==> config.mk <==
export PLATFORM = sky130hd
export DESIGN_NAME = cis_core_irq
export DESIGN_NICKNAME = d
export VERILOG_FILES = /design/src/cis_pkg.sv /design/src/cis_core_irq.sv /design/src/cis_flag_unit.sv /design/src/cis_phase_gen.sv
export VERILOG_INCLUDE_DIRS = /design/src
export SDC_FILE = /design/constraint.sdc
export NUM_CORES = 1
export LEC_CHECK = 0
export BUFFER_PORTS_ARGS = -buffer_cell sky130_fd_sc_hd__buf_2
export CORE_MARGIN = 2
export CORE_UTILIZATION = 49
export DETAILED_ROUTE_END_ITERATION = 10
export PLACE_DENSITY = 0.91
export SETUP_SLACK_MARGIN = 0.5
export SLEW_MARGIN = 40
export SYNTH_ARGS = -nofsm -noshare
export SYNTH_HDL_FRONTEND = slang
export SYNTH_SLANG_ARGS = --single-unit
==> constraint.sdc <==
create_clock -name hclk -period 3.1 [get_ports hclk]
set_input_delay 0.93 -clock hclk [delete_from_list [all_inputs] [get_ports hclk]]
set_output_delay 0.93 -clock hclk [all_outputs]
set_load 0.03 [all_outputs]
==> src/cis_cfg.svh <==
// constants of the core interrupt and status block: offsets, bit positions, resets, vectors
// assumes inclusion by the core, flag and phase modules, one 32-bit ahb-lite word per register
`ifndef CIS_CFG_SVH
`define CIS_CFG_SVH
// register indices as the core sees them, byte address is four times the index
`define CIS_IDX_FLAGS      8'h0A
`define CIS_IDX_IRQ        8'h0B
`define CIS_IDX_CORE       8'h0C
`define CIS_IDX_STACK      8'h0D
`define CIS_ADDR_FLAGS     12'h028
`define CIS_ADDR_IRQ       12'h02C
`define CIS_ADDR_CORE      12'h030
`define CIS_ADDR_STACK     12'h034
// condition flag bit positions
`define CIS_BIT_C          0
`define CIS_BIT_AC         1
`define CIS_BIT_Z          2
`define CIS_BIT_OV         3
`define CIS_BIT_PD         4
`define CIS_BIT_TO         5
// interrupt control bit positions
`define CIS_BIT_GIE        0
`define CIS_BIT_EXT_EN     1
`define CIS_BIT_TA_EN      2
`define CIS_BIT_TB_EN      3
`define CIS_BIT_EXT_PEND   4
`define CIS_BIT_TA_PEND    5
`define CIS_BIT_TB_PEND    6
// reset values and masks
`define CIS_RST_IRQ        8'h00
`define CIS_RST_FLAGS      8'h00
`define CIS_IRQ_RW_MASK    8'h7F
`define CIS_FLAGS_SW_MASK  8'h0F
// call vectors
`define CIS_VEC_EXT        15'h0004
`define CIS_VEC_TA         15'h0008
`define CIS_VEC_TB         15'h000C
// stack depth and sample divider
`define CIS_STACK_DEPTH    4'h8
`define CIS_PHASE_DIV      2'h3
`endif

==> src/cis_pkg.sv <==
// types of the core interrupt and status block
// assumes cis_cfg.svh holds the numeric constants
package cis_pkg;
    typedef enum logic [1:0] {
        CIS_SRC_NONE = 2'h0,
        CIS_SRC_EXT  = 2'h1,
        CIS_SRC_TA   = 2'h3,
        CIS_SRC_TB   = 2'h2
    } cis_src_t;
    // one-cycle commands from the core sequencer
    typedef struct packed {
        logic halt;
        logic wdt_clear;
        logic wdt_timeout;
        logic ret_plain;
        logic ret_irq;
        logic call;
    } cis_cmd_t;
    // alu result to be folded into the condition flags
    typedef struct packed {
        logic       valid;
        logic       arith;
        logic       sub;
        logic       rot;
        logic       rot_c;
        logic [7:0] a;
        logic [7:0] b;
        logic       cin;
        logic [7:0] result;
    } cis_alu_t;
    typedef struct packed {
        logic       req;
        logic [14:0] vec;
        cis_src_t   src;
    } cis_ack_t;
endpackage

==> src/cis_core_irq.sv <==
// Function
// - falling edge on the external pin sets the external pending flag, bit 4.
// - enabled external request with stack room pushes pc and calls 04h.
// - external acknowledge clears its pending flag and the global enable.
// - timer a overflow sets bit 5; enabled service calls 08h, clearing flag and global.
// - timer b overflow sets bit 6; enabled service calls 0ch, clearing flag and global.
// - priority: external first, timer a second, timer b third.
// - full stack keeps flags but withholds acknowledge until a return pops.
// - flags stay until acknowledged or cleared by software; blocked requests still recorded.
// - acknowledge needs both the global enable and the source enable.
// - software re-enabling inside a handler allows nesting if stack has room.
// - interrupt return pops pc and sets global enable; plain return leaves it.
// - entry and calls push only the pc, no status.
// - requests between two sample pulses are taken at the second pulse.
// - any of the three sources wakes the core from power-down.
// - carry, bit 0: add carry out, subtract no borrow, rotate through carry.
// - half carry, bit 1: low nibble carry out or no high nibble borrow.
// - zero, bit 2: set when the result is zero.
// - overflow, bit 3: carry into msb differs from carry out.
// - power-down, bit 4: cleared by power-up or watchdog clear, set by halt.
// - time-out, bit 5: cleared by power-up, watchdog clear, halt; set by time-out.
// - software writes change arithmetic flags only, never power-down or time-out.
// - control bits: global 0, external 1, timer a 2, timer b 3, active high.
// - control bit 7 reads as zero.
// top of the interrupt sequencer and status flags, with an ahb-lite register slave
// assumes the core sequencer sends one-cycle commands on hclk and takes ack pulses
//
// Implementation choice: the AHB-Lite register port.
`timescale 1ns/1ps
`include "cis_cfg.svh"
module cis_core_irq
    import cis_pkg::*;
(
    input  wire logic        hclk,
    input  wire logic        hresetn,
    input  wire logic        hsel,
    input  wire logic [11:0] haddr,
    input  wire logic [1:0]  htrans,
    input  wire logic        hwrite,
    input  wire logic [2:0]  hsize,
    input  wire logic [31:0] hwdata,
    input  wire logic        hready,
    output logic [31:0]      hrdata,
    output logic             hreadyout,
    output logic             hresp,
    input  wire logic        ext_irq_n,
    input  wire logic        tmr_a_ovf,
    input  wire logic        tmr_b_ovf,
    input  cis_cmd_t         cmd,
    input  cis_alu_t         alu,
    input  wire logic [14:0] pc_in,
    output logic             ack_ff,
    output logic [14:0]      ack_vec_ff,
    output logic             push_ff,
    output logic [14:0]      push_pc_ff,
    output logic             pop_ff,
    output logic             halted_ff,
    output logic             wake_ff,
    output logic [7:0]       flags_ff,
    output logic [7:0]       irq_ctl_ff
);
    typedef struct packed {
        logic [1:0]  ext_sync;
        logic        ext_prev;
        logic [3:0]  stack_pointer;
        logic [7:0]  irq;
        logic [3:0]  arith;
        logic        pd;
        logic        to;
        logic        halted;
        logic        wake;
        logic        ack;
        logic [14:0] ack_vec;
        logic        push;
        logic [14:0] push_pc;
        logic        pop;
        logic        dp_act;
        logic        dp_wr;
        logic [11:0] dp_addr;
        logic [31:0] rdata;
    } cis_state_t;

    cis_state_t st_ff;
    cis_state_t nxt_st;
    logic       sample_phase_pulse;
    logic [3:0] alu_flags;
    logic [7:0] wr_byte;
    logic       ext_fall;
    logic       stack_full;
    logic       pick_ext;
    logic       pick_ta;
    logic       pick_tb;
    logic       ap_valid;

    // pick the readable word for a register address
    function automatic logic [31:0] read_word(input logic [11:0] a, input cis_state_t s);
        logic [31:0] w;
        w = 32'h0000_0000;
        case (a)
            `CIS_ADDR_FLAGS: w = {24'h00_0000, 2'h0, s.to, s.pd, s.arith};
            `CIS_ADDR_IRQ:   w = {24'h00_0000, 1'b0, s.irq[6:0]};
            `CIS_ADDR_CORE:  w = {30'h0000_0000, s.wake, s.halted};
            `CIS_ADDR_STACK: w = {28'h000_0000, s.stack_pointer};
            default:         w = 32'h0000_0000;
        endcase
        return w;
    endfunction

    cis_phase_gen u_phase (
        .hclk               (hclk),
        .hresetn            (hresetn),
        .sample_phase_pulse (sample_phase_pulse)
    );

    cis_flag_unit u_flags (
        .alu (alu),
        .cur (st_ff.arith),
        .nxt (alu_flags)
    );

    // decode helpers; only the second sync stage feeds the edge detector
    always_comb begin
        ap_valid   = hsel && hready && htrans[1];
        wr_byte    = hwdata[7:0];
        ext_fall   = st_ff.ext_prev && !st_ff.ext_sync[1];
        stack_full = (st_ff.stack_pointer == `CIS_STACK_DEPTH);
        pick_ext   = st_ff.irq[`CIS_BIT_GIE] && st_ff.irq[`CIS_BIT_EXT_EN] && st_ff.irq[`CIS_BIT_EXT_PEND];
        pick_ta    = st_ff.irq[`CIS_BIT_GIE] && st_ff.irq[`CIS_BIT_TA_EN] && st_ff.irq[`CIS_BIT_TA_PEND];
        pick_tb    = st_ff.irq[`CIS_BIT_GIE] && st_ff.irq[`CIS_BIT_TB_EN] && st_ff.irq[`CIS_BIT_TB_PEND];
    end

    // next state of the whole block
    always_comb begin
        nxt_st          = st_ff;
        nxt_st.ext_sync = {st_ff.ext_sync[0], ext_irq_n};
        nxt_st.ext_prev = st_ff.ext_sync[1];
        nxt_st.ack      = 1'b0;
        nxt_st.push     = 1'b0;
        nxt_st.pop      = 1'b0;
        nxt_st.wake     = 1'b0;

        // bus data phase: software writes land first, hardware events override below
        if (st_ff.dp_act && st_ff.dp_wr) begin
            if (st_ff.dp_addr == `CIS_ADDR_IRQ) begin
                nxt_st.irq = wr_byte & `CIS_IRQ_RW_MASK;
            end
            if (st_ff.dp_addr == `CIS_ADDR_FLAGS) begin
                nxt_st.arith = wr_byte[3:0];
            end
        end
        nxt_st.dp_act  = ap_valid;
        nxt_st.dp_wr   = hwrite;
        nxt_st.dp_addr = haddr;
        nxt_st.rdata   = read_word(haddr, st_ff);

        // alu flags, overriding any bus write to the flags that is in its data phase
        if (alu.valid) begin
            nxt_st.arith = alu_flags;
        end

        // power-down and time-out flags move only on their own events
        if (cmd.wdt_clear) begin
            nxt_st.pd = 1'b0;
            nxt_st.to = 1'b0;
        end
        if (cmd.halt) begin
            nxt_st.pd     = 1'b1;
            nxt_st.to     = 1'b0;
            nxt_st.halted = 1'b1;
        end
        if (cmd.wdt_timeout) begin
            nxt_st.to = 1'b1;
        end

        // stack bookkeeping: only the pc goes on the stack
        if (cmd.call) begin
            nxt_st.push    = 1'b1;
            nxt_st.push_pc = pc_in;
            if (!stack_full) begin
                nxt_st.stack_pointer = st_ff.stack_pointer + 4'h1;
            end
        end
        if (cmd.ret_plain || cmd.ret_irq) begin
            nxt_st.pop = 1'b1;
            if (st_ff.stack_pointer != 4'h0) begin
                nxt_st.stack_pointer = st_ff.stack_pointer - 4'h1;
            end
        end
        if (cmd.ret_irq) begin
            nxt_st.irq[`CIS_BIT_GIE] = 1'b1;
        end

        // acknowledge at a sample pulse; flags latched since the previous pulse count
        if (sample_phase_pulse && !stack_full && !cmd.call && (pick_ext || pick_ta || pick_tb)) begin
            nxt_st.ack           = 1'b1;
            nxt_st.push          = 1'b1;
            nxt_st.push_pc       = pc_in;
            nxt_st.stack_pointer = nxt_st.stack_pointer + 4'h1;              // a return in this cycle nets out
            nxt_st.halted        = 1'b0;
            nxt_st.irq[`CIS_BIT_GIE] = 1'b0;
            if (pick_ext) begin
                nxt_st.ack_vec                = `CIS_VEC_EXT;
                nxt_st.irq[`CIS_BIT_EXT_PEND] = 1'b0;
            end else if (pick_ta) begin
                nxt_st.ack_vec               = `CIS_VEC_TA;
                nxt_st.irq[`CIS_BIT_TA_PEND] = 1'b0;
            end else begin
                nxt_st.ack_vec               = `CIS_VEC_TB;
                nxt_st.irq[`CIS_BIT_TB_PEND] = 1'b0;
            end
        end

        // source events set the pending flags last, so a set beats a clear
        if (ext_fall) begin
            nxt_st.irq[`CIS_BIT_EXT_PEND] = 1'b1;
        end
        if (tmr_a_ovf) begin
            nxt_st.irq[`CIS_BIT_TA_PEND] = 1'b1;
        end
        if (tmr_b_ovf) begin
            nxt_st.irq[`CIS_BIT_TB_PEND] = 1'b1;
        end
        nxt_st.irq[7] = 1'b0;

        // any source event ends power-down
        if (st_ff.halted && (ext_fall || tmr_a_ovf || tmr_b_ovf)) begin
            nxt_st.halted = 1'b0;
            nxt_st.wake   = 1'b1;
        end
    end

    // register the whole state; reset clears enables and flags
    always_ff @(posedge hclk or negedge hresetn) begin
        if (!hresetn) begin
            st_ff          <= '0;
            st_ff.ext_sync <= 2'h3;
            st_ff.ext_prev <= 1'b1;
        end else begin
            st_ff <= nxt_st;
        end
    end

    // outputs straight from the state flip-flops
    always_comb begin
        hrdata     = st_ff.rdata;
        hreadyout  = 1'b1;     // zero wait states
        hresp      = 1'b0;     // always okay
        ack_ff     = st_ff.ack;
        ack_vec_ff = st_ff.ack_vec;
        push_ff    = st_ff.push;
        push_pc_ff = st_ff.push_pc;
        pop_ff     = st_ff.pop;
        halted_ff  = st_ff.halted;
        wake_ff    = st_ff.wake;
        flags_ff   = {2'h0, st_ff.to, st_ff.pd, st_ff.arith};
        irq_ctl_ff = st_ff.irq;
    end
endmodule // cis_core_irq

==> src/cis_flag_unit.sv <==
// condition flag computation from one alu result
// assumes the alu result is on the same clock and valid for one cycle
`timescale 1ns/1ps
`include "cis_cfg.svh"
module cis_flag_unit
    import cis_pkg::*;
(
    input  cis_alu_t   alu,
    input  logic [3:0] cur,
    output logic [3:0] nxt
);
    logic [8:0] sum;
    logic [4:0] lo;
    logic [7:0] low7;
    logic [7:0] bop;
    // subtraction adds the inverted operand, so carry means no borrow
    always_comb begin
        bop  = alu.sub ? ~alu.b : alu.b;
        sum  = {1'b0, alu.a} + {1'b0, bop} + {8'h00, alu.cin};
        lo   = {1'b0, alu.a[3:0]} + {1'b0, bop[3:0]} + {4'h0, alu.cin};
        low7 = {1'b0, alu.a[6:0]} + {1'b0, bop[6:0]} + {7'h00, alu.cin};
        nxt  = cur;
        if (alu.valid) begin
            nxt[`CIS_BIT_Z] = (alu.result == 8'h00);
            if (alu.arith) begin
                nxt[`CIS_BIT_C]  = sum[8];
                nxt[`CIS_BIT_AC] = lo[4];
                nxt[`CIS_BIT_OV] = low7[7] ^ sum[8];
            end
            if (alu.rot) begin
                nxt[`CIS_BIT_C] = alu.rot_c;
            end
        end
    end
endmodule // cis_flag_unit

==> src/cis_phase_gen.sv <==
// divider that makes the sample phase enable pulse
// assumes one clock, hclk, and an active low asynchronous reset
`timescale 1ns/1ps
`include "cis_cfg.svh"
module cis_phase_gen
    import cis_pkg::*;
(
    input  wire logic hclk,
    input  wire logic hresetn,
    output logic      sample_phase_pulse
);
    typedef struct packed {
        logic [1:0] cnt;
        logic       pulse;
    } cis_phase_st_t;
    cis_phase_st_t st_ff;
    cis_phase_st_t nxt_st;
    // count hclk and emit one pulse every fourth cycle
    always_comb begin
        nxt_st       = st_ff;
        nxt_st.pulse = (st_ff.cnt == `CIS_PHASE_DIV);
        nxt_st.cnt   = st_ff.cnt + 2'h1;
    end
    always_ff @(posedge hclk or negedge hresetn) begin
        if (!hresetn) begin
            st_ff <= '0;
        end else begin
            st_ff <= nxt_st;
        end
    end
    assign sample_phase_pulse = st_ff.pulse;
endmodule // cis_phase_gen

==> flow_summary_export.csv, run 1 <==
group,metric,value,unit
routing,viasPerCell,4.956,
setup_path,critical_path.slowest_cell,"o21ai_0",
setup_path,critPathMaxStageDelay,0.33,ns
setup_path,critPathKind,"input pin to flop",
timing,rsz0062_at_grt,"no",
timing,fin_ws,0.6785,ns
setup_path,cp_num_cells,9,
logic_synthesis,netlist_instances,335,
floorplan,num_io_pins,193,
setup_path,reg2reg_to,"st_ff[96]",
clock_network,numCtsBuffers,9,
setup_path,crit_fanout,8,
timing,slew_violations,0,
logic_synthesis,netlist_top_cells_count,"buf_4 (81), dfrtp_1 (63), nor2_1 (17)",
logic_synthesis,synth_area_per_cell,11.08,um2
job,maxCapViolations,0,
grt,antenna_found_initial,0,
finish,layout-drive-gt1-share,0.4009,
clock_network,cts_hold_buf,0,
power_and_ir_drop,sequentialPowerShare,0.416,
timing,clock_skew,0.007989,ns
logic_synthesis,synth_edf_count,0,
logic_synthesis,ys_seq_elements,66,
setup_path,crit_buf_inv,1,
grt,overflow,0,
timing,timing.fmax,0.4130,GHz
clock_network,post_cts_buffers,0,
routing,routedWlPerCell,14.52,um
routing,first_pass_iters,5,
clock_network,cts_buffer_depth,2,
floorplan,rows,31,
routing,top_layer,"met4",
logic_synthesis,async_flop_share,1.000,
routing,dr_wl_met3,534,um
grt,grt_pass1_wl,12480,um
power_and_ir_drop,p_switching,0.0008419,W
power_and_ir_drop,cellPowerDensity,607.7,mW/mm2
timing,worstMarginPinSlew,0.5743,ns
floorplan,die_w,91.03,um
routing,vias,2592,
setup_path,start_kind,"input pin",
timing,tns,0,ns
logic_synthesis,yosysMostFrequentCell,"buf_4",
routing,ant_nets,0,
outcome,status,"finished, final reports clean",
finish,area_growth,12.27,%
timing,slew_headroom,0.6171,
timing,setup_viol,0,
power_and_ir_drop,leakagePower,2.163,nW
setup_path,critPathTopFamily,"compound AO/OA/AOI/OAI gates",
grt,grt_max_degree,67,
timing,holdWs,0.3570,ns
place,place.gp.congestion,0.8456,
power_and_ir_drop,clkPwrFrac,0.302,
power_and_ir_drop,sw_frac_of_total,0.3325,
clock_network,cts.sinks,66,
setup_path,startpoint,"alu[27]",
place,dp_worst_setup_slack,0.3527,ns
floorplan,die_h,91.03,um
setup_path,crit_end,"flags_ff[3]",
clock_network,cts_resized,0,
timing,hold_viol,0,
grt,grt.total_usage,0.1899,
power_and_ir_drop,p_comb_frac,0.282,
finish,diodes,0,
timing,min_period,2.421,ns
power_and_ir_drop,ir_drop,0.3910,mV
setup_path,cp.required,3.30,ns
clock_network,htreeDepth,3,
logic_synthesis,ys_warn_count,0,
clock_network,cts_root_buf,"clkbuf_8",
setup_path,endpoint_kind,"flop",
logic_synthesis,synth_area,0.003711,mm2
logic_synthesis,yosys.area.top_type,"dfrtp_1",
setup_path,r2r_slack,0.78,ns
logic_synthesis,ys_seq_area_frac,0.4461,
min_path,hold_path.class,"flop to flop",
setup_path,reg2reg_from,"st_ff[95]",
floorplan,coreArea,0.007292,mm2
routing,routed_wl,7596,um
routing,drc,0,
power_and_ir_drop,internal-power,0.001690,W
logic_synthesis,synth.area.top_cells,"dfrtp_1 (42%), buf_4 (16%), ha_1 (4.0%), mux2_4 (3.6%), mux2i_1 (3.5%)",
place,io_buffer_count,120,
logic_synthesis,ys.flop_type,"dfrtp_1",
routing,wl_met1,3133,um
clock_network,clk_latency,0.33,ns
clock_network,clkTransAtPathRegs,0.07,ns
finish,fillers,629,
clock_network,cts_tree,"yes",
floorplan,start_util,0.5089,
floorplan,floorplan.die_area,0.008286,mm2
finish,fin_nets,541,
setup_path,cp_cell_sequence,"buf_2 -> xor2_1 -> ha_1 -> a21oi_1 -> o22ai_1 -> nor2_1 -> o21ai_0 -> mux2i_1 -> o211ai_1",
routing,drt_iter0_drc,210,
timing,period_share,0.7811,
routing,wl_met2,3797,um
grt,grt_pass1_vias,2567,
setup_path,arrival,2.62,ns
setup_path,r2r_cells,8,
logic_synthesis,synth_top_area_share,0.4248,
place,dp_hpwl,5868,um
logic_synthesis,ys_types,58,
[placed cells by master (no fill, tap or decap), types with 3 or more instances in the layout]
master,n
a21o_1,4
a21oi_1,6
a22o_1,3
a31oi_1,3
buf_2,120
clkbuf_8,10
conb_1,43
dfrtp_1,63
dfstp_2,3
ha_1,12
inv_1,7
mux2_2,11
mux2_4,9
mux2i_1,13
nand2_1,15
nand3_1,8
nor2_1,17
nor2b_1,3
nor3_1,4
nor4_1,3
o21ai_0,9
o22ai_1,3
xor2_1,9
[power groups by stage]
stage	Sequential (W)	Clock, W	Combinational [W]
floorplan	0.00105	0	0.000627
CTS	0.00105	0.000781	0.000711
finish	0.00105	0.000764	0.000714
detailed placement	0.00107	0	0.000707
global route	0.00107	0.000818	0.000787
global placement	0.00106	0	0.000673
[routing by layer]
metal	vias up	track usage
li1	1199	-
met1	1252	0.2431
met2	127	0.3160
met3	14	0.03900
met4	0	0.07449
met5	-	0
[worst min path at each step]
stage          cells past startpoint  slack [ns]        start         end
2_1_floorplan                      0        0.35  nxt_st[101]  nxt_st[99]
3_3_place_gp                       0        0.35  nxt_st[101]  nxt_st[99]
3_5_place_dp                       0        0.35  nxt_st[101]  nxt_st[99]
4_1_cts                            0        0.36  nxt_st[101]  nxt_st[99]
5_1_grt                            0        0.36  nxt_st[101]  nxt_st[99]
6_report                           0        0.36  nxt_st[101]  nxt_st[99]
[cell families (layout without fill, tap and decap cells)]
| kind of cell | Yosys count | after routing | synth area share |
|---|---|---|---|
| compound gates | 40 | 40 | 0.07350 |
| xor+xnor | 12 | 12 | 0.03035 |
| simple gates | 75 | 75 | 0.1220 |
| fa+ha+maj | 12 | 12 | 0.04046 |
| other cells | 2 | 43 | 0.002024 |
| mux | 33 | 33 | 0.1049 |
| flops | 66 | 66 | 0.4461 |
| buf+inv | 95 | 143 | 0.1807 |
[stage by stage]
stage / utilization / instance area, um2 / cells / power [W]
after floorplan: - / 3866 / 376 / 0.001672
after global placement: 0.5426 / 3956 / 509 / 0.001733
after detailed placement: 0.5426 / 3956 / 509 / 0.001774
after CTS: 0.5709 / 4163 / 523 / 0.002543
after global routing: 0.5714 / 4167 / 523 / 0.002673
final: 0.5714 / 4167 / 523 / 0.002532
[state kept, by name (all words and copies together) (netlist names)]
| register | count |
|---|---|
| ack_vec_ff | 2 |
| wake_ff | 1 |
| flags_ff | 6 |
| hrdata | 7 |
| push_pc_ff | 15 |
| halted_ff | 1 |
| u_phase.st_ff | 2 |
| st_ff | 19 |
| u_phase.sample_phase_pulse | 1 |
| irq_ctl_ff | 7 |
| ack_ff | 1 |
| pop_ff | 1 |
| nxt_st | 2 |
| push_ff | 1 |
[area by class of cell]
type	count	area [um2]	area share
Inverter	8	30.03	0.007207
Multi-Input combinational cell	215	1539	0.3694
Timing Repair Buffer	121	611.8	0.1468
Clock buffer	11	141.4	0.03393
Sequential cell	66	1655	0.3973
Clock inverter	3	65.06	0.01562
Tap cell	99	123.9	0.02973
No activity file was read; power rests on OpenSTA's default activity.
==> run 2, diff against run 1 <==
--- a/config.mk
+++ b/config.mk
@@ -6,11 +6,12 @@
 export SDC_FILE = /design/constraint.sdc
 export NUM_CORES = 1
 export LEC_CHECK = 0
+export ABC_AREA = 1
 export BUFFER_PORTS_ARGS = -buffer_cell sky130_fd_sc_hd__buf_2
 export CORE_MARGIN = 2
-export CORE_UTILIZATION = 49
+export CORE_UTILIZATION = 42
 export DETAILED_ROUTE_END_ITERATION = 10
-export PLACE_DENSITY = 0.91
+export PLACE_DENSITY = 0.83
 export SETUP_SLACK_MARGIN = 0.5
 export SLEW_MARGIN = 40
 export SYNTH_ARGS = -nofsm -noshare
==> constraint.sdc (replaced) <==
create_clock -name hclk -period 2.1 [get_ports hclk]
set_input_delay 0.63 -clock hclk [delete_from_list [all_inputs] [get_ports hclk]]
set_output_delay 0.63 -clock hclk [all_outputs]
set_load 0.03 [all_outputs]
==> flow_summary_export.csv, run 2 <==
group,metric,value,unit
outcome,status,"finished, final reports clean",
timing,fin_ws,0.3814,ns
place,dp_worst_setup_slack,-0.08687,ns
routing,routedWlPerCell,13.92,um
logic_synthesis,ys.flop_type,"dfrtp_1",
routing,drc,0,
logic_synthesis,synth_edf_count,0,
power_and_ir_drop,sequentialPowerShare,0.359,
grt,antenna_found_initial,0,
clock_network,cts_root_buf,"clkbuf_8",
floorplan,num_io_pins,193,
routing,viasPerCell,4.750,
place,place.gp.congestion,0.8467,
finish,fin_nets,647,
job,maxCapViolations,0,
logic_synthesis,async_flop_share,1.000,
power_and_ir_drop,internal-power,0.002674,W
floorplan,die_h,98.59,um
setup_path,reg2reg_from,"st_ff[95]",
finish,fin_area,0.004796,mm2
logic_synthesis,netlist_top_cells_count,"buf_4 (80), nand2_1 (66), dfrtp_1 (63)",
floorplan,floorplan.die_area,0.009719,mm2
logic_synthesis,ys_warn_count,0,
power_and_ir_drop,p_switching,0.001504,W
setup_path,critPathKind,"input pin to flop",
finish,final_common_cell,"buf_2",
finish,layout_common_cells,"buf_2 (106), dfrtp_1 (62), nand2_1 (58)",
logic_synthesis,netlist_instances,406,
logic_synthesis,synth_top_area_share,0.4196,
logic_synthesis,ys_seq_area_frac,0.4406,
timing,clock_skew,0.01008,ns
logic_synthesis,synth.area.top_cells,"dfrtp_1 (42%), buf_4 (16%), nand2_1 (6.6%), inv_1 (4.1%), ha_1 (4.0%)",
routing,ant_nets,0,
finish,layout-drive-gt1-share,0.4323,
logic_synthesis,ys_types,40,
power_and_ir_drop,sw_frac_of_total,0.3599,
power_and_ir_drop,leakagePower,2.573,nW
clock_network,cts.sinks,66,
grt,overflow,0,
logic_synthesis,synth_area,0.003757,mm2
grt,grt.total_usage,0.1719,
grt,grt_pass1_wl,13140,um
power_and_ir_drop,cellPowerDensity,871.2,mW/mm2
place,dp_hpwl,6347,um
timing,period_share,0.8184,
logic_synthesis,synth_area_per_cell,9.255,um2
routing,vias,3040,
clock_network,clkTransAtPathRegs,0.07,ns
floorplan,die_w,98.59,um
power_and_ir_drop,ir_drop,0.4657,mV
timing,slew_violations,0,
floorplan,start_util,0.4330,
clock_network,htreeDepth,3,
grt,grt_max_degree,67,
clock_network,cts_buffer_depth,2,
place,io_buffer_count,120,
power_and_ir_drop,p_comb_frac,0.381,
setup_path,start_kind,"input pin",
finish,area_growth,27.64,%
setup_path,startpoint,"alu[27]",
grt,grt_pass1_vias,2991,
timing,hold_viol,0,
routing,drt_iter0_drc,107,
timing,min_period,1.719,ns
setup_path,crit_fanout,8,
setup_path,r2r_cells,11,
timing,holdWs,0.2873,ns
timing,rsz0062_at_grt,"yes",
logic_synthesis,yosys.area.top_type,"dfrtp_1",
clock_network,cts_tree,"yes",
power_and_ir_drop,clkPwrFrac,0.260,
setup_path,arrival,1.96,ns
floorplan,rows,34,
timing,timing.fmax,0.5819,GHz
finish,regMostFlops,"st_ff",
finish,largest_reg_flops,19,
floorplan,coreArea,0.008678,mm2
place,place_area,0.004101,mm2
logic_synthesis,yosysMostFrequentCell,"buf_4",
routing,routed_wl,8911,um
timing,setup_viol,0,
clock_network,numCtsBuffers,9,
clock_network,clk_latency,0.35,ns
setup_path,endpoint_kind,"flop",
place,dp.cells,599,
finish,instances_no_fill,640,
finish,diodes,0,
routing,first_pass_iters,4,
min_path,hold_path.class,"input pin to async pin",
timing,tns,0,ns
logic_synthesis,ys_seq_elements,66,
setup_path,cp.required,2.34,ns
run 2: cell families (layout without fill, tap and decap cells):
group,count (synthesis),after routing,share of synthesized area
and+or+nand+nor,132,133,0.1622
buffers and inverters,128,212,0.2125
DFF,66,66,0.4406
AOI/OAI and AO/OA,39,39,0.06094
muxes,15,15,0.05394
adders and majority gates,12,12,0.03996
xor gates and xnor gates,12,12,0.02797
other,2,43,0.001999
run 2: metrics by stage:
stage,power (W),utilization
floorplan,0.002393,-
global placement,0.002551,0.4726
detailed placement,0.002590,0.4726
CTS,0.003894,0.5173
global route,0.004420,0.5526
finish,0.004178,0.5526
run 2: repair_timing:
| action | 4_1_cts | 5_1_grt |
|---|---|---|
| setup buffers | 11 | 13 |
| cloned | 0 | 1 |
| endpoints found under the setup margin | 35 | 35 |
| pin swaps | 13 | 27 |
| hold buffers | 0 | 0 |
| gates resized for setup | 33 | 53 |
run 2: area by class of cell:
class | instances | area, um2
multi-input cells | 254 | 1699
fillers | 780 | 3882
flip-flops and latches | 66 | 1657
inverters | 45 | 176.4
clock inverters | 4 | 50.05
clock buffers | 12 | 155.1
well taps | 108 | 135.1
repair buffers | 151 | 923.4
run 2: final timing paths:
kind / end / slack [ns]
worst max-delay path: flags_ff[3] / 0.38
worst min-delay path: st_ff[40] / 0.29
worst max register to register: st_ff[97] / 0.44
worst min register to register: nxt_st[99] / 0.36
max in group asynchronous: nxt_st[101] / 1.48
min in group hclk: nxt_st[99] / 0.36
run 2: power by group through the flow:
stage	combinational (W)	sequential [W]	clock, W
floorplan	0.000865	0.00153	0
global placement	0.00103	0.00152	0
detailed placement	0.00106	0.00153	0
CTS	0.00128	0.00150	0.00111
global route	0.00173	0.00151	0.00118
finish	0.00159	0.00150	0.00109
run 2: critical path: stages:
cell and delay [ns]:
buf_12 0.12, xor2_1 0.17, ha_1 0.32, a21oi_2 0.14, o21ai_1 0.09, a21oi_2 0.17
nand2_1 0.08, nand2_1 0.06, nand3_1 0.06, nand2_1 0.07, nand2_1 0.04
run 2: per-layer routing:
layer | GRT usage | vias up | routed length [um]
li1 | - | 1439 | -
met1 | 0.1913 | 1445 | 3511
met2 | 0.2936 | 129 | 4513
met3 | 0.06809 | 27 | 637
met4 | 0.07165 | 0 | 248
met5 | 0 | - | 0
